`src/hw/card_sel_pkg.sv`:
```
// constants, enumerations and carrier structs for the card host select decode
// What this block does
// - PC Card modes decode eleven address inputs with register-space select into four targets
// - True IDE uses only three low address bits to pick one of eight task-file registers
// - memory mode holds both battery status outputs permanently high
// - I/O mode drives status-changed low on ready or write-protect change, when enabled
// - I/O mode keeps binary audio negated when audio is unsupported
// - True IDE pass-diagnostic pin is a two-way master/slave handshake line
// - True IDE active/slave-present pin is a two-way handshake line for activity and presence
// - PC Card modes use both lane enables as card select and byte/word indication
// - access with the high lane enable always reaches the odd byte
// - low lane enable reaches even or odd byte by address bit 0 and high enable
// - first chip select enables task file, second enables alternate status and control
// - True IDE samples cable select: grounded makes master, open makes slave
// - task-file accesses use the low byte lanes, data-port transfers use all sixteen
// - DMA acknowledge is ignored entirely while no DMA operation is active
package card_sel_pkg;

    // operating mode of the card
    typedef enum logic [1:0] {MODE_MEMORY, MODE_IO, MODE_IDE} mode_e;

    // what the current access reaches
    typedef enum logic [2:0] {TGT_NONE, TGT_IO_PORT, TGT_MEM_PORT, TGT_CIS, TGT_CONFIG,
                              TGT_TASKFILE, TGT_CTRL_BLOCK, TGT_DATA_PORT} target_e;

    // byte-lane steering of the data bus
    typedef enum logic [2:0] {LANE_NONE, LANE_EVEN_LOW, LANE_ODD_LOW, LANE_ODD_HIGH, LANE_WORD} lane_e;

    localparam int ADDR_W = 11;
    localparam int TF_W = 3;
    // attribute space below this offset holds the information structure
    localparam logic [10:0] CONFIG_BASE = 11'h200;
    // task-file index of the 16-bit data port
    localparam logic [2:0] TF_DATA_INDEX = 3'h0;
    // reset values
    localparam logic [10:0] OFFSET_RST = 11'h000;
    localparam logic PIN_IDLE_RST = 1'b1;
    localparam logic CARD_DETECT_LEVEL = 1'b0;
    localparam logic IS_MASTER_RST = 1'b0;

    // decoded access, as presented to the rest of the card
    typedef struct packed {
        target_e target;
        logic [10:0] offset;
        lane_e lane;
        logic lowLaneOe;
        logic highLaneOe;
        logic wordXfer;
    } decode_s;

    // open-drain handshake pin as seen at the port
    typedef struct packed {
        logic pinOut;
        logic pinOe;
        logic seen;
    } odpin_s;

    // complete state of the top module
    typedef struct packed {
        decode_s dec;
        logic battStatOne;
        logic battStatTwo;
        logic chgPending;
        logic readyLast;
        logic wpLast;
        logic csCaptured;
        logic isMaster;
        odpin_s diag;
        odpin_s active_slave_present_n;
        logic cdA;
        logic cdB;
        logic selectConflict;
    } state_s;

endpackage

```
`src/hw/lane_steer.sv`:
```
// byte-lane steering from the two lane enables and address bit 0
`timescale 1ns/1ps
`default_nettype none
module lane_steer
(
    // lane enables and address
    input wire logic lowEnable_n,
    input wire logic highEnable_n,
    input wire logic addrBit0,
    // result
    output card_sel_pkg::lane_e lane
);

    // one-hot decision over the four enable combinations
    always_comb
    begin
        unique case ({highEnable_n, lowEnable_n})
            2'b00: lane = card_sel_pkg::LANE_WORD;
            2'b01: lane = card_sel_pkg::LANE_ODD_HIGH;
            2'b10: lane = addrBit0 ? card_sel_pkg::LANE_ODD_LOW : card_sel_pkg::LANE_EVEN_LOW;
            2'b11: lane = card_sel_pkg::LANE_NONE;
        endcase
    end

endmodule // lane_steer
`default_nettype wire

```
`src/hw/handshake_pin.sv`:
```
// open-drain handshake pin: pulls low on request, reports the wire level
`timescale 1ns/1ps
`default_nettype none
module handshake_pin
#(
    parameter bit ENABLED = 1'b1
)
(
    // drive request and wire level
    input wire logic assertReq,
    input wire logic pinIn_n,
    // pin drive and observation
    output card_sel_pkg::odpin_s pin
);

    // only ever drive low; the pull-up makes the high level
    always_comb
    begin
        pin.pinOut = 1'b0;
        pin.pinOe = ENABLED & assertReq;
        pin.seen = ENABLED & ~pinIn_n;
    end

endmodule // handshake_pin
`default_nettype wire

```
`src/hw/card_host_select_decode.sv`:
```
// select, address and byte-lane decode of the card host port, with status pins
`timescale 1ns/1ps
`default_nettype none
module card_host_select_decode
#(
    parameter bit AUDIO_SUPPORTED = 1'b0
)
(
    // clock, reset, enable
    input wire logic sys_clk,
    input wire logic rst_n,
    input wire logic clkEn,
    // mode and address
    input wire card_sel_pkg::mode_e mode,
    input wire logic [card_sel_pkg::ADDR_W-1:0] address,
    input wire logic attrSpace_n,
    input wire logic ioCycle,
    // PC Card lane enables
    input wire logic low_lane_enable_n,
    input wire logic high_lane_enable_n,
    // True IDE selects and DMA
    input wire logic taskfile_select_n,
    input wire logic ctrl_block_select_n,
    input wire logic dma_ack_n,
    input wire logic dmaActive,
    // card state feeding the status pins
    input wire logic readyState,
    input wire logic writeProtect,
    input wire logic statusChgEnable,
    input wire logic statusChgClear,
    input wire logic audioIn_n,
    // master/slave handshake
    input wire logic cable_select_n,
    input wire logic diagPassed,
    input wire logic driveActive,
    input wire logic pass_diag_n_in,
    input wire logic active_slave_present_n_in,
    // decoded access
    output card_sel_pkg::decode_s access,
    output logic selectConflict,
    // battery status / status changed / audio pins
    output logic battery_stat_one,
    output logic battery_stat_two,
    // handshake pin drive
    output logic pass_diag_n_out,
    output logic pass_diag_n_oe,
    output logic active_slave_present_n_out,
    output logic active_slave_present_n_oe,
    // handshake results
    output logic isMaster,
    output logic peerDiagSeen,
    output logic peerPresentSeen,
    // card detect pins
    output logic card_detect_a_n,
    output logic card_detect_b_n
);

    ////////////////////////////////////////////////////////////////////////////
    // state

    card_sel_pkg::state_s st_ff;
    card_sel_pkg::state_s nxt_st;
    card_sel_pkg::lane_e pcLane;
    card_sel_pkg::odpin_s diagPin;
    card_sel_pkg::odpin_s daspPin;
    logic inIde;
    logic slaveRole;
    logic dmaTaken;

    assign inIde = (mode == card_sel_pkg::MODE_IDE);
    assign slaveRole = st_ff.csCaptured & ~st_ff.isMaster;
    // a floating acknowledge must not disturb a non-DMA card
    assign dmaTaken = dmaActive & ~dma_ack_n;

    ////////////////////////////////////////////////////////////////////////////
    // helpers

    // PC Card byte-lane steering
    lane_steer u_lane
    (
        .lowEnable_n(low_lane_enable_n),
        .highEnable_n(high_lane_enable_n),
        .addrBit0(address[0]),
        .lane(pcLane)
    );

    // slave reports passed diagnostics on the pass-diagnostic line
    handshake_pin #(.ENABLED(1'b1)) u_diag
    (
        .assertReq(inIde & slaveRole & diagPassed),
        .pinIn_n(pass_diag_n_in),
        .pin(diagPin)
    );

    // slave announces presence, either end flags activity
    handshake_pin #(.ENABLED(1'b1)) u_active_slave_present_n
    (
        .assertReq(inIde & (driveActive | (slaveRole & diagPassed))),
        .pinIn_n(active_slave_present_n_in),
        .pin(daspPin)
    );

    ////////////////////////////////////////////////////////////////////////////
    // next state

    // decode, status pins and handshake all settle here
    always_comb
    begin
        nxt_st = st_ff;
        nxt_st.dec.target = card_sel_pkg::TGT_NONE;
        nxt_st.dec.offset = card_sel_pkg::OFFSET_RST;
        nxt_st.dec.lane = card_sel_pkg::LANE_NONE;
        nxt_st.dec.lowLaneOe = 1'b0;
        nxt_st.dec.highLaneOe = 1'b0;
        nxt_st.dec.wordXfer = 1'b0;
        nxt_st.selectConflict = 1'b0;
        nxt_st.cdA = card_sel_pkg::CARD_DETECT_LEVEL;
        nxt_st.cdB = card_sel_pkg::CARD_DETECT_LEVEL;

        // change tracking runs in every mode so no edge is missed on a mode switch
        nxt_st.readyLast = readyState;
        nxt_st.wpLast = writeProtect;

        if (inIde)
        begin
            // chip selects are negated during DMA; a stray one is flagged, not obeyed
            if (dmaTaken)
            begin
                nxt_st.dec.target = card_sel_pkg::TGT_DATA_PORT;
                nxt_st.dec.lane = card_sel_pkg::LANE_WORD;
                nxt_st.selectConflict = ~taskfile_select_n | ~ctrl_block_select_n;
            end
            else if (~taskfile_select_n & ~ctrl_block_select_n)
            begin
                // both selects at once reach nothing
                nxt_st.selectConflict = 1'b1;
            end
            else if (~taskfile_select_n)
            begin
                // upper address lines are grounded by the host and not looked at
                nxt_st.dec.target = card_sel_pkg::TGT_TASKFILE;
                nxt_st.dec.offset = {8'h00, address[card_sel_pkg::TF_W-1:0]};
                if (address[card_sel_pkg::TF_W-1:0] == card_sel_pkg::TF_DATA_INDEX)
                begin
                    nxt_st.dec.target = card_sel_pkg::TGT_DATA_PORT;
                    nxt_st.dec.lane = card_sel_pkg::LANE_WORD;
                end
                else
                begin
                    nxt_st.dec.lane = card_sel_pkg::LANE_EVEN_LOW;
                end
            end
            else if (~ctrl_block_select_n)
            begin
                nxt_st.dec.target = card_sel_pkg::TGT_CTRL_BLOCK;
                nxt_st.dec.offset = {8'h00, address[card_sel_pkg::TF_W-1:0]};
                nxt_st.dec.lane = card_sel_pkg::LANE_EVEN_LOW;
            end
        end
        else if (pcLane != card_sel_pkg::LANE_NONE)
        begin
            nxt_st.dec.lane = pcLane;
            nxt_st.dec.offset = address;
            if (~attrSpace_n)
            begin
                if ((mode == card_sel_pkg::MODE_IO) && ioCycle)
                begin
                    nxt_st.dec.target = card_sel_pkg::TGT_IO_PORT;
                end
                else if (address < card_sel_pkg::CONFIG_BASE)
                begin
                    nxt_st.dec.target = card_sel_pkg::TGT_CIS;
                end
                else
                begin
                    nxt_st.dec.target = card_sel_pkg::TGT_CONFIG;
                end
            end
            else
            begin
                nxt_st.dec.target = card_sel_pkg::TGT_MEM_PORT;
            end
        end

        // lane output enables follow the steering; none means bus undriven
        unique case (nxt_st.dec.lane)
            card_sel_pkg::LANE_NONE:
            begin
                nxt_st.dec.lowLaneOe = 1'b0;
            end
            card_sel_pkg::LANE_EVEN_LOW, card_sel_pkg::LANE_ODD_LOW:
            begin
                nxt_st.dec.lowLaneOe = 1'b1;
            end
            card_sel_pkg::LANE_ODD_HIGH:
            begin
                nxt_st.dec.highLaneOe = 1'b1;
            end
            card_sel_pkg::LANE_WORD:
            begin
                nxt_st.dec.lowLaneOe = 1'b1;
                nxt_st.dec.highLaneOe = 1'b1;
                nxt_st.dec.wordXfer = 1'b1;
            end
        endcase

        // sticky change flag: a new change in the clearing cycle survives the clear
        if (statusChgClear)
        begin
            nxt_st.chgPending = 1'b0;
        end
        if ((readyState != st_ff.readyLast) || (writeProtect != st_ff.wpLast))
        begin
            nxt_st.chgPending = 1'b1;
        end

        // battery-status pins carry different meanings per mode
        unique case (mode)
            card_sel_pkg::MODE_MEMORY:
            begin
                nxt_st.battStatOne = 1'b1;
                nxt_st.battStatTwo = 1'b1;
            end
            card_sel_pkg::MODE_IO:
            begin
                nxt_st.battStatOne = ~(statusChgEnable & nxt_st.chgPending);
                nxt_st.battStatTwo = AUDIO_SUPPORTED ? audioIn_n : 1'b1;
            end
            card_sel_pkg::MODE_IDE:
            begin
                nxt_st.battStatOne = card_sel_pkg::PIN_IDLE_RST;
                nxt_st.battStatTwo = card_sel_pkg::PIN_IDLE_RST;
            end
            default:
            begin
                nxt_st.battStatOne = card_sel_pkg::PIN_IDLE_RST;
                nxt_st.battStatTwo = card_sel_pkg::PIN_IDLE_RST;
            end
        endcase

        // cable select is caught once, on the first enabled cycle in IDE mode
        if (inIde && !st_ff.csCaptured)
        begin
            nxt_st.csCaptured = 1'b1;
            nxt_st.isMaster = ~cable_select_n;
        end

        // handshake pins; the pin is driven only in IDE mode
        nxt_st.diag = diagPin;
        nxt_st.active_slave_present_n = daspPin;
        if (!inIde)
        begin
            nxt_st.diag.seen = 1'b0;
            nxt_st.active_slave_present_n.seen = 1'b0;
        end
    end

    ////////////////////////////////////////////////////////////////////////////
    // registers

    // all state frozen while the clock enable is low
    always_ff @(posedge sys_clk or negedge rst_n)
    begin
        if (!rst_n)
        begin
            st_ff <= '0;
            st_ff.battStatOne <= card_sel_pkg::PIN_IDLE_RST;
            st_ff.battStatTwo <= card_sel_pkg::PIN_IDLE_RST;
            st_ff.readyLast <= 1'b0;
            st_ff.isMaster <= card_sel_pkg::IS_MASTER_RST;
            st_ff.cdA <= card_sel_pkg::CARD_DETECT_LEVEL;
            st_ff.cdB <= card_sel_pkg::CARD_DETECT_LEVEL;
        end
        else if (clkEn)
        begin
            st_ff <= nxt_st;
        end
    end

    ////////////////////////////////////////////////////////////////////////////
    // outputs, each straight from the state register

    assign access = st_ff.dec;
    assign selectConflict = st_ff.selectConflict;
    assign battery_stat_one = st_ff.battStatOne;
    assign battery_stat_two = st_ff.battStatTwo;
    assign pass_diag_n_out = st_ff.diag.pinOut;
    assign pass_diag_n_oe = st_ff.diag.pinOe;
    assign active_slave_present_n_out = st_ff.active_slave_present_n.pinOut;
    assign active_slave_present_n_oe = st_ff.active_slave_present_n.pinOe;
    assign isMaster = st_ff.isMaster;
    assign peerDiagSeen = st_ff.diag.seen;
    assign peerPresentSeen = st_ff.active_slave_present_n.seen;
    assign card_detect_a_n = st_ff.cdA;
    assign card_detect_b_n = st_ff.cdB;

endmodule // card_host_select_decode
`default_nettype wire

```
`config.mk`:
```
export PLATFORM = sky130hd
export DESIGN_NAME = card_host_select_decode
export DESIGN_NICKNAME = d
export VERILOG_FILES = /design/src/hw/card_sel_pkg.sv /design/src/hw/lane_steer.sv /design/src/hw/handshake_pin.sv /design/src/hw/card_host_select_decode.sv
export SDC_FILE = /design/constraint.sdc
export NUM_CORES = 1
export LEC_CHECK = 0
export BUFFER_PORTS_ARGS = -buffer_cell sky130_fd_sc_hd__buf_2
export CORE_MARGIN = 1
export CORE_UTILIZATION = 26
export CTS_CLUSTER_SIZE = 8
export DETAILED_ROUTE_END_ITERATION = 6
export PLACE_DENSITY_LB_ADDON = 0.08
export SLEW_MARGIN = 15
export SYNTH_ARGS = -nofsm -noshare
export SYNTH_HDL_FRONTEND = slang
export SYNTH_SLANG_ARGS = --single-unit
export TNS_END_PERCENT = 5
```
`constraint.sdc`:
```
create_clock -name sys_clk -period 1.7 [get_ports sys_clk]
set_input_delay 0.34 -clock sys_clk [delete_from_list [all_inputs] [get_ports sys_clk]]
set_output_delay 0.34 -clock sys_clk [all_outputs]
set_load 0.1 [all_outputs]
```
**Word level (Yosys, flattened, before mapping)**

Index checks and enable logic that the tools add are counted.

- Flip-flop bits (word level): 32
- Input bits: 34
- Output and inout port bits: 32
- Logic and storage cells: 84

- Magnitude comparators: 1
- Eq/ne operators: 11
- Mux-type cells: 26
- Bitwise gates (word level): 18
- Reduce and logical (&&, ||, !) cells: 10

Operators by type and width:

| kind | number |
|---|---|
| $mux 17 | 5 |
| $mux 3 | 6 |
| $pmux 3 s4 | 1 |
| $lt 11x10->1 const B | 1 |
| $mux 11 | 1 |
| $mux 1 | 10 |
| $and 1x1->1 | 8 |
| $not 1->1 | 8 |
| $eq 2x2->1 const B | 3 |
| $eq 3x2->1 const B | 2 |
| $mux 2 | 3 |
| $eq 2x1->1 const B | 2 |
| $eq 3x1->1 const B | 1 |
| $eq 3x3->1 const B | 1 |
| $logic_not 3->1 | 1 |
| $reduce_bool 3->1 | 1 |
| $reduce_or 3->1 | 1 |
| $logic_and 1x1->1 | 2 |
| $logic_not 2->1 | 1 |
| $ne 1x1->1 | 2 |
| $or 1x1->1 | 2 |
| $reduce_and 2->1 | 1 |
| $reduce_or 2->1 | 1 |
| $logic_not 1->1 | 1 |
| $logic_or 1x1->1 | 1 |

**Depth between registers and ports, before layout**

Gate-level depths: netlist of run 1.

- Depth after elaboration: 9
- Gate-level depth with buffers: 6
- Mapped depth without buffers: 6

**Modules after synthesis**

Synthesis of run 1 repeated with hierarchy kept, for this count alone.

- Cell total of the unflattened synthesis: 203
- Area, all modules: 1854.3 um^2

Modules (own cells, without submodules):

| module | times used | cells an instance | area each (um^2) | sequential area each (um^2) |
|---|---|---|---|---|
| card_host_select_decode | 1 | 189 | 1779.2 | 827.0 |
| handshake_pin | 2 | 4 | 22.5 | 0.0 |
| lane_steer | 1 | 6 | 30.0 | 0.0 |

**Worst setup path after synthesis of run 1**

OpenSTA, ideal clock, no wires.

- Kind: reg-to-reg
- From: register isMaster (netlist name)
- To: register st_ff, in the netlist active_slave_present_n_oe
- Library setup time: 130 ps
- Arrival time: 1307 ps
- Data required time: 1570 ps
- Path slack: 262 ps
- Stages on the path, launching flop included: 4
- Path buffers: 0
- Period minus slack after synthesis: 1438 ps
- Cell sequence: dfrtp_1 -> nor2_1 -> o211ai_1 -> o21ai_0

- Word-level cells in the longest chain between the ends: 5

RTL lines:

| element | line | RTL |
|---|---|---|
| $not 1->1 | card_host_select_decode.sv:71 | `assign slaveRole = st_ff.csCaptured & ~st_ff.isMaster;` |
| $and 1x1->1 | card_host_select_decode.sv:71 |  |
| $and 1x1->1 | card_host_select_decode.sv:98 | `.assertReq(inIde & (driveActive \| (slaveRole & diagPassed))),` |
| $or 1x1->1 | card_host_select_decode.sv:98 |  |
| $and 1x1->1 | card_host_select_decode.sv:98 |  |
| to (signal assigned) | card_host_select_decode.sv:276 | `st_ff <= nxt_st;` |
| to (decl) | card_host_select_decode.sv:61 | `card_sel_pkg::state_s st_ff;` |

Every way passes these cells.
A chain may end at the register's enable or synchronous reset.

**Worst setup path in the final report of run 1**

- From: register st_ff, in the netlist battery_stat_one
- To: output battery_stat_one

RTL lines:

| element | line | RTL |
|---|---|---|
| to (decl) | card_host_select_decode.sv:42 | `output logic battery_stat_one,` |

No word-level cell between the ends.

==> metrics.txt, run 1 <==
status=finished clean; CP peak stage delay=approximately 0.53 ns; Mapped Area=between 1500 and 2000 µm²; core area=~6000 µm²; Post-DP HPWL=between 3000 and 4000 µm; Leakage=between 0.9 and 1 nW; largest net degree at the start of global routing=17; crit path DAT=around 1.2 ns; Reg power frac=0.365; HP Class=in2reg; num ports=66; WL final=approximately 4000 µm; CP cell instances=buf_2; CTS tree=yes; DIE AREA=approximately 6700 µm²; final hold violations=0; first-pass GRT wire length=6150 µm; synthesized instance count=160; R2R cell count=3; Buffers on Ports=between 50 and 60; largest area contributor in the netlist=dfrtp_1; Post-Route Skew=roughly 0.0058 ns; TNS Setup=0 ns; FMAX=roughly 0.64 GHz; Yosys reg bits=31; Vias=1,288; Clock Power Share=0.274; drt wl/cell=roughly 14 µm; count leader, synth=dfrtp_1; antenna violations before repair=0; CP endpoint kind=output port; critical path depth in cells=1; top_reg_cell synth=dfrtp_1; cell with the largest stage delay on the worst path=dfstp_2; Vias/cell=between 4 and 5; crit path launch=battery_stat_one; overall power=around 0.0023 W; Worst Path Buf+Inv=1; number of H-tree levels=2; drt first pass iters=4; CP top delay family=flip-flops; fin. max-slew vios=0; CP endpoint=battery_stat_one; ys async rst share=1.00; grt total ovfl=0; sequential share of the synthesized area=0.469; # setup viols final=0; min Tclk post-route=about 1.6 ns; Post-synth EDFFs=0; row count=28; Critical R2R Capture=st_ff[13]; mean area per synthesized cell=10.4 µm²; Skew-Pair Late Insertion Delay=around 0.28 ns; kind of critical path=reg2out; drt first-iter violations=26; GRT Overall Usage=0.125; Final Wtd Congestion=~0.77; vias in the first global route=about 1,300; Comb pwr share=0.360; CTS max path bufs=2; # clock sinks=31; starting density of the core=0.275; YS warnings=0; Syn-to-layout area delta=20.9%; main area contributors after synthesis=dfrtp_1 (45%), buf_4 (12%), a22o_1 (4.8%), o2bb2ai_1 (3.2%), nand2_1 (2.9%); RSZ-0062 raised after global routing=false; PwrDens=roughly 1200 nW/µm²; r2r setup slk=~0.66 ns; layout cell share with drive strength beyond 1=0.403; RR Startpoint=st_ff[12]; period utilization=0.923; Int Pwr=around 0.0013 W; n_diodes=0; CTS buffer count=5; Yosys top cell area share=0.453; Sw Pwr=between 0.0009 and 0.001 W; Post-synth top cells=dfrtp_1 (30), buf_4 (26), nand2_1 (13); CTS clk-pin slew, worst paths=0.06 ns; Root Driver=clkbuf_8; max-cap violation count=0; nets=242; Residual DRC=0; Crit Path Max Fanout=2; Synth cell types=40; required time of the critical path=between 1 and 1.5 ns; chip height=around 82 µm; startpoint types=flop; Sw Share=0.423; die width=81.9 µm; Routed Antenna Nets=0; maximum vdd ir drop=478 µV
[cell families after synthesis]
family | share of synthesized area
other | 0.00453
adder cells (fa/ha/maj) | 0.0226
XOR/XNOR | 0.0106
buffers and inverters | 0.152
AO/OA/AOI/OAI | 0.203
multiplexers | 0.0204
flip-flops | 0.469
AND/OR/NAND/NOR | 0.118
[stage by stage]
step	utilization	setup slack [ns]	cell area, µm²	std cells	hold slack (ns)
final	0.333	0.131	2000	281	0.237
after detailed placement	0.314	0.0665	1890	272	0.290
after CTS	0.333	0.114	2000	281	0.224
after floorplan	-	0.262	1670	163	0.0444
after global routing	0.333	0.0924	2000	281	0.239
after global placement	0.314	0.103	1890	272	0.290
[worst min path at each step]
| stage | startpoint | end | slack (ns) | depth (start not counted) |
|---|---|---|---|---|
| detailed placement | rst_n | peerDiagSeen | 0.29 | 1 |
| finish | statusChgEnable | battery_stat_one | 0.24 | 2 |
| global route | pass_diag_n_in | peerDiagSeen | 0.24 | 2 |
| global placement | rst_n | peerPresentSeen | 0.29 | 1 |
| CTS | statusChgEnable | battery_stat_one | 0.22 | 2 |
| floorplan | rst_n | access[0] | 0.04 | 0 |
[layout make-up]
cell class | count | area [µm²]
clock buffer | 8 | 100
multi-input combinational | 94 | 641
tap | 75 | 93.8
sequential | 31 | 777
inverter | 6 | 22.5
fill | 638 | 4020
timing repair buffer | 67 | 370
[state kept, by name, indices dropped and copies added (netlist names)]
signal	count
peerPresentSeen	1
active_slave_present_n_oe	1
battery_stat_one	1
peerDiagSeen	1
selectConflict	1
st_ff	4
pass_diag_n_oe	1
access	20
isMaster	1
[power by group through the flow]
stage | logic [W] | clock network, W | registers (W)
after floorplan | 0.000652 | 0 | 0.000963
after global placement | 0.000839 | 0 | 0.000860
after detailed placement | 0.000845 | 0 | 0.000864
after CTS | 0.000848 | 0.000664 | 0.000851
after global routing | 0.000881 | 0.000699 | 0.000859
final | 0.000840 | 0.000639 | 0.000851
[cell usage in the layout, fill, tap and decap left out, types with 2 or more instances in the layout]
cell / Yosys / final
o2bb2ai_1: 6 / 6
nand2b_1: 4 / 4
nor2b_1: 4 / 4
o31ai_1: 4 / 4
o21ai_0: 7 / 7
o221ai_1: 2 / 2
inv_1: 6 / 6
clkbuf_8: 0 / 7
nor3_1: 2 / 2
and2_1: 2 / 2
buf_2: 3 / 59
a22o_1: 9 / 9
ha_1: 3 / 3
conb_1: 2 / 5
dfrtp_1: 30 / 30
nand2_1: 13 / 13
xnor2_1: 2 / 2
buf_4: 26 / 6
a21oi_1: 4 / 4
mux2_2: 3 / 3
nor2_1: 6 / 6
o21a_1: 2 / 2
[timing repair]
item / CTS / global route
setup endpoints to repair: 0 / 0
setup buffers: 0 / 0
hold buffers: 1 / 0
endpoints found under the hold margin: 14 / 0
resized for setup: 0 / 0
[metal layers]
layer | part of all wire | global-route usage | wire (µm)
met2 | 0.46 | 0.195 | 1820
met1 | 0.45 | 0.154 | 1800
met3 | 0.078 | 0.0478 | 311
met4 | 0.015 | 0.0526 | 60
met5 | 0 | 0 | 0
(Power assumes the default switching activity.)
==> run 2: changes to the inputs <==
RECOVER_POWER = 25   (was default)
==> run 2 against run 1 <==
Flip-flop and latch count is the same; via count barely moved; first-iteration DRC count rose by 3.8%; final area down 0.12%; utilization hardly changed; critical endpoint unchanged; largest cell class unchanged; largest power group unchanged.
==> metrics.txt, run 2 (synthesis results as in run 1) <==
status=finished clean (unchanged); Post-DP HPWL=3120 µm (unchanged); Tightest Pin Transition=around 0.95 ns; CP cell instances=buf_2 (unchanged); nets=242 (unchanged); CP endpoint kind=output port (unchanged); CTS clk-pin slew, worst paths=0.06 ns (about the same); fin area=2000 µm² (about the same); drt first-iter violations=27 (was 26); GRT Overall Usage=0.125 (unchanged); PwrDens=1160 nW/µm² (about the same); Residual DRC=0 (unchanged); Final Wtd Congestion=0.774 (unchanged); Routed Antenna Nets=0 (unchanged); Vias=1,287 (was 1,288); Largest register FFs=20 (unchanged); number of H-tree levels=2 (unchanged); r2r setup slk=0.66 ns (about the same); Slew headroom=0.365; RR Startpoint=st_ff[12] (unchanged); period utilization=0.923 (about the same); CP peak stage delay=0.53 ns (about the same); Leakage=0.986 nW (was 0.991 nW); fin. max-slew vios=0 (unchanged); CP endpoint=battery_stat_one (unchanged); DIE AREA=6700 µm² (unchanged); Root Driver=clkbuf_8 (unchanged); cell with the largest stage delay on the worst path=dfstp_2 (unchanged); core area=6030 µm² (unchanged); starting density of the core=0.275 (unchanged); Syn-to-layout area delta=20.8% (was 20.9%); n_diodes=0 (unchanged); num ports=66 (unchanged); CTS buffer count=5 (unchanged); Vias/cell=4.58 (about the same); Skew-Pair Late Insertion Delay=0.28 ns (about the same); Crit Path Max Fanout=2 (unchanged); maximum vdd ir drop=478 µV (about the same); FMAX=0.637 GHz (about the same); CTS tree=yes (unchanged); final hold violations=0 (unchanged); TNS Setup=0 ns (unchanged); placed cell count=272 (unchanged); required time of the critical path=1.36 ns (about the same); most frequent cells in the layout=buf_2 (57), dfrtp_1 (30), nand2_1 (13) (was buf_2 (59), dfrtp_1 (30), nand2_1 (13)); antenna violations before repair=0 (unchanged); vias in the first global route=1,284 (unchanged); Fill cells=640 (was 638); CTS max path bufs=2 (unchanged); CP top delay family=flip-flops (unchanged); drt wl/cell=14.2 µm (about the same); die width=81.9 µm (unchanged); # clock sinks=31 (unchanged); R2R cell count=3 (unchanged); Cell Count, Final, Fillers Out=281 (unchanged); startpoint types=flop (unchanged); Worst Path Buf+Inv=1 (unchanged); Post-Route Skew=0.00583 ns (about the same); CTS resizes=0 (unchanged); Critical R2R Capture=st_ff[13] (unchanged); Buffers on Ports=59 (unchanged); Post-DP Area=1890 µm² (unchanged); chip height=81.9 µm (unchanged); commonest non-fill, non-tap cell in the layout=buf_2 (unchanged); critical path depth in cells=1 (unchanged); # setup viols final=0 (unchanged); largest net degree at the start of global routing=17 (unchanged); RSZ-0062 raised after global routing=false (unchanged); crit path DAT=1.23 ns (about the same); HP Class=in2reg (unchanged); min Tclk post-route=1.57 ns (about the same); WL final=3980 µm (was 3990 µm); row count=28 (unchanged); layout cell share with drive strength beyond 1=0.393 (was 0.403); grt total ovfl=0 (unchanged); drt first pass iters=4 (unchanged); first-pass GRT wire length=6150 µm (unchanged); crit path launch=battery_stat_one (unchanged); kind of critical path=reg2out (unchanged); max-cap violation count=0 (unchanged)
[run 2: where the power goes]
group	internal (W)	switching [W]	total (W)
Combinational	0.000163	0.000676	0.000839
Clock	0.000369	0.000270	0.000639
Sequential	0.000811	0.0000397	0.000851
[run 2: repair_timing]
action | CTS | global route
endpoints found under the hold margin | 14 | 0
hold buffers | 1 | 0
setup buffers | 0 | 0
[run 2: worst min-delay path by stage]
stage / start / end / slack, ns / cells past startpoint
after global routing: pass_diag_n_in / peerDiagSeen / 0.24 / 2
after global placement: rst_n / peerPresentSeen / 0.29 / 1
after detailed placement: rst_n / peerDiagSeen / 0.29 / 1
after CTS: statusChgEnable / battery_stat_one / 0.22 / 2
after floorplan: rst_n / access[0] / 0.04 / 0
final: statusChgEnable / battery_stat_one / 0.24 / 2
[run 2: layer usage]
metal | track usage | routed length, µm | vias up
li1 | - | - | 620
met1 | 0.154 | 1790 | 615
met2 | 0.195 | 1810 | 45
met3 | 0.0478 | 318 | 7
met4 | 0.0526 | 60 | 0
met5 | 0 | 0 | -
[run 2: cell type report]
class | instances | area [µm²] | share of cell area
Multi-Input combinational cell | 94 | 641 | 0.320
Timing Repair Buffer | 67 | 368 | 0.184
Clock buffer | 8 | 100 | 0.0500
Inverter | 6 | 22.5 | 0.0113
Sequential cell | 31 | 777 | 0.388
Tap cell | 75 | 93.8 | 0.0469
[run 2: per-stage QoR]
step	utilization	hold WS, ns	total power [W]	setup WS (ns)
finish	0.332	0.237	0.00233	0.131
global route	0.332	0.239	0.00244	0.0924
CTS	0.333	0.224	0.00236	0.114
detailed placement	0.314	0.290	0.00171	0.0665
global placement	0.314	0.290	0.00170	0.103
floorplan	-	0.0444	0.00161	0.262
==> run 3: changes to the inputs <==
PLACE_DENSITY_LB_ADDON = default   (was 0.08)
SETUP_SLACK_MARGIN = 0.4   (was default)
==> run 3 against run 2 <==
Via count fell by 1.2%; final area rose by 3.4%; die area did not move; worst hold slack got worse by 0.0077 ns; sequential share of layout area fell by 1.2 points; clock-buffer cell count did not move; first-iteration DRC count fell by 3.7%; critical path depth did not move; non-clock buffer count rose by 1; clock skew fell by 0.0049 ns; routed wire length fell by 5.3%; critical endpoint unchanged; largest power group is now combinational cells.
==> metrics.txt, run 3 (synthesis results as in run 1) <==
grt total ovfl=0 (unchanged); WL final=3770 µm (was 3980 µm); HP Class=in2reg (unchanged); Root Driver=clkbuf_8 (unchanged); maximum vdd ir drop=491 µV (was 478 µV); FF+latch area=778 µm² (was 777 µm²); Fill cells=642 (was 640); Buffers on Ports=59 (unchanged); overall power=0.00237 W (was 0.00233 W); # clock sinks=31 (unchanged); Sw Share=0.419 (was 0.423); core area=6030 µm² (unchanged); most frequent cells in the layout=buf_2 (31), dfrtp_1 (29), clkbuf_4 (24) (was buf_2 (57), dfrtp_1 (30), nand2_1 (13)); Clock Power Share=0.274 (was 0.275); Vias=1,272 (was 1,287); Leakage=0.989 nW (was 0.986 nW); Skew-Pair Late Insertion Delay=0.28 ns (about the same); CTS tree=yes (unchanged); Crit Path Max Fanout=2 (unchanged); Routed Antenna Nets=0 (unchanged); nets=243 (was 242); cell with the largest stage delay on the worst path=dfstp_2 (unchanged); crit path DAT=1.01 ns (was 1.23 ns); drt first pass iters=4 (unchanged); largest net degree at the start of global routing=18 (was 17); Int Pwr=0.00138 W (was 0.00134 W); DIE AREA=6700 µm² (unchanged); crit path launch=battery_stat_one (unchanged); Comb pwr share=0.367 (was 0.360); # setup viols final=0 (unchanged); Syn-to-layout area delta=24.8% (was 20.8%); PwrDens=1140 nW/µm² (was 1160 nW/µm²); CP cell instances=buf_12 (was buf_2); Final Wtd Congestion=0.719 (was 0.774); row count=28 (unchanged); num ports=66 (unchanged); fin. max-slew vios=0 (unchanged); drt first-iter violations=26 (was 27); CP endpoint kind=output port (unchanged); Critical R2R Capture=st_ff[13] (unchanged); Worst Path Buf+Inv=1 (unchanged); n_diodes=0 (unchanged); Vias/cell=4.51 (was 4.58); required time of the critical path=1.36 ns (about the same); min Tclk post-route=1.35 ns (was 1.57 ns); RR Startpoint=st_ff[12] (unchanged); vias in the first global route=1,274 (was 1,284); max-cap violation count=0 (unchanged); starting density of the core=0.275 (unchanged); RSZ-0062 raised after global routing=true (was false); R2R cell count=3 (unchanged); kind of critical path=reg2out (unchanged); final hold violations=0 (unchanged); CP peak stage delay=0.56 ns (was 0.53 ns); CTS buffer count=5 (unchanged); Multi-input gate area=641 µm² (unchanged); Largest register FFs=20 (unchanged); r2r setup slk=0.66 ns (about the same); critical path depth in cells=1 (unchanged); first-pass GRT wire length=6040 µm (was 6150 µm); layout cell share with drive strength beyond 1=0.396 (was 0.393); startpoint types=flop (unchanged); die width=81.9 µm (unchanged); Reg power frac=0.359 (was 0.365); period utilization=0.796 (was 0.923); Post-DP HPWL=2870 µm (was 3120 µm); Residual DRC=0 (unchanged); GRT Overall Usage=0.124 (was 0.125); CTS max path bufs=2 (unchanged); chip height=81.9 µm (unchanged); commonest non-fill, non-tap cell in the layout=buf_2 (unchanged); setup bufs post-CTS=0 (unchanged); Sw Pwr=0.000993 W (was 0.000986 W); CTS clk-pin slew, worst paths=0.07 ns (was 0.06 ns); antenna violations before repair=0 (unchanged); status=finished clean (unchanged); number of H-tree levels=2 (unchanged); Post-Route Skew=0.000972 ns (was 0.00583 ns); CP top delay family=flip-flops (unchanged); TNS Setup=0 ns (unchanged); CP endpoint=battery_stat_one (unchanged); FMAX=0.739 GHz (was 0.637 GHz); drt wl/cell=13.4 µm (was 14.2 µm)
[run 3: cell type report]
class,instances,area share
well taps,75,0.0453
repair buffers,68,0.210
flip-flops and latches,31,0.376
clock buffers,8,0.0484
multi-input cells,94,0.310
inverters,6,0.0109
[run 3: power by group through the flow]
stage	Combinational (W)	Sequential (W)	Clock [W]
2_1_floorplan	0.000651	0.000964	0
3_3_place_gp	0.000841	0.000862	0
3_5_place_dp	0.000845	0.000862	0
4_1_cts	0.000854	0.000850	0.000676
5_1_grt	0.000913	0.000862	0.000704
6_report	0.000869	0.000852	0.000648
[run 3: what timing repair did]
item	CTS	global route
pin swaps	0	0
gates resized for setup	4	26
endpoints found under the hold margin	14	0
cloned	0	0
hold buffers	1	0
endpoints found under the setup margin	28	28
[run 3: worst min path at each step]
stage	cells past startpoint	start	slack, ns	endpoint
after global routing	2	pass_diag_n_in	0.22	peerDiagSeen
after detailed placement	1	rst_n	0.29	peerDiagSeen
after global placement	1	rst_n	0.28	peerDiagSeen
after CTS	2	active_slave_present_n_in	0.22	peerPresentSeen
final	2	pass_diag_n_in	0.23	peerDiagSeen
after floorplan	0	rst_n	0.04	access[0]
[run 3: routing by layer]
layer / routed length [µm] / track usage
met1: 1810 / 0.157
met2: 1600 / 0.184
met3: 301 / 0.0500
met4: 52 / 0.0544
met5: 0 / 0
[run 3: through the flow]
step | std cells | util | cell area (µm²) | setup WS (ns) | hold slack, ns
floorplan | 163 | - | 1670 | 0.307 | 0.0444
global placement | 273 | 0.316 | 1900 | 0.105 | 0.282
detailed placement | 273 | 0.316 | 1900 | 0.0975 | 0.286
CTS | 282 | 0.336 | 2020 | 0.275 | 0.216
global route | 282 | 0.343 | 2070 | 0.244 | 0.225
finish | 282 | 0.343 | 2070 | 0.347 | 0.229
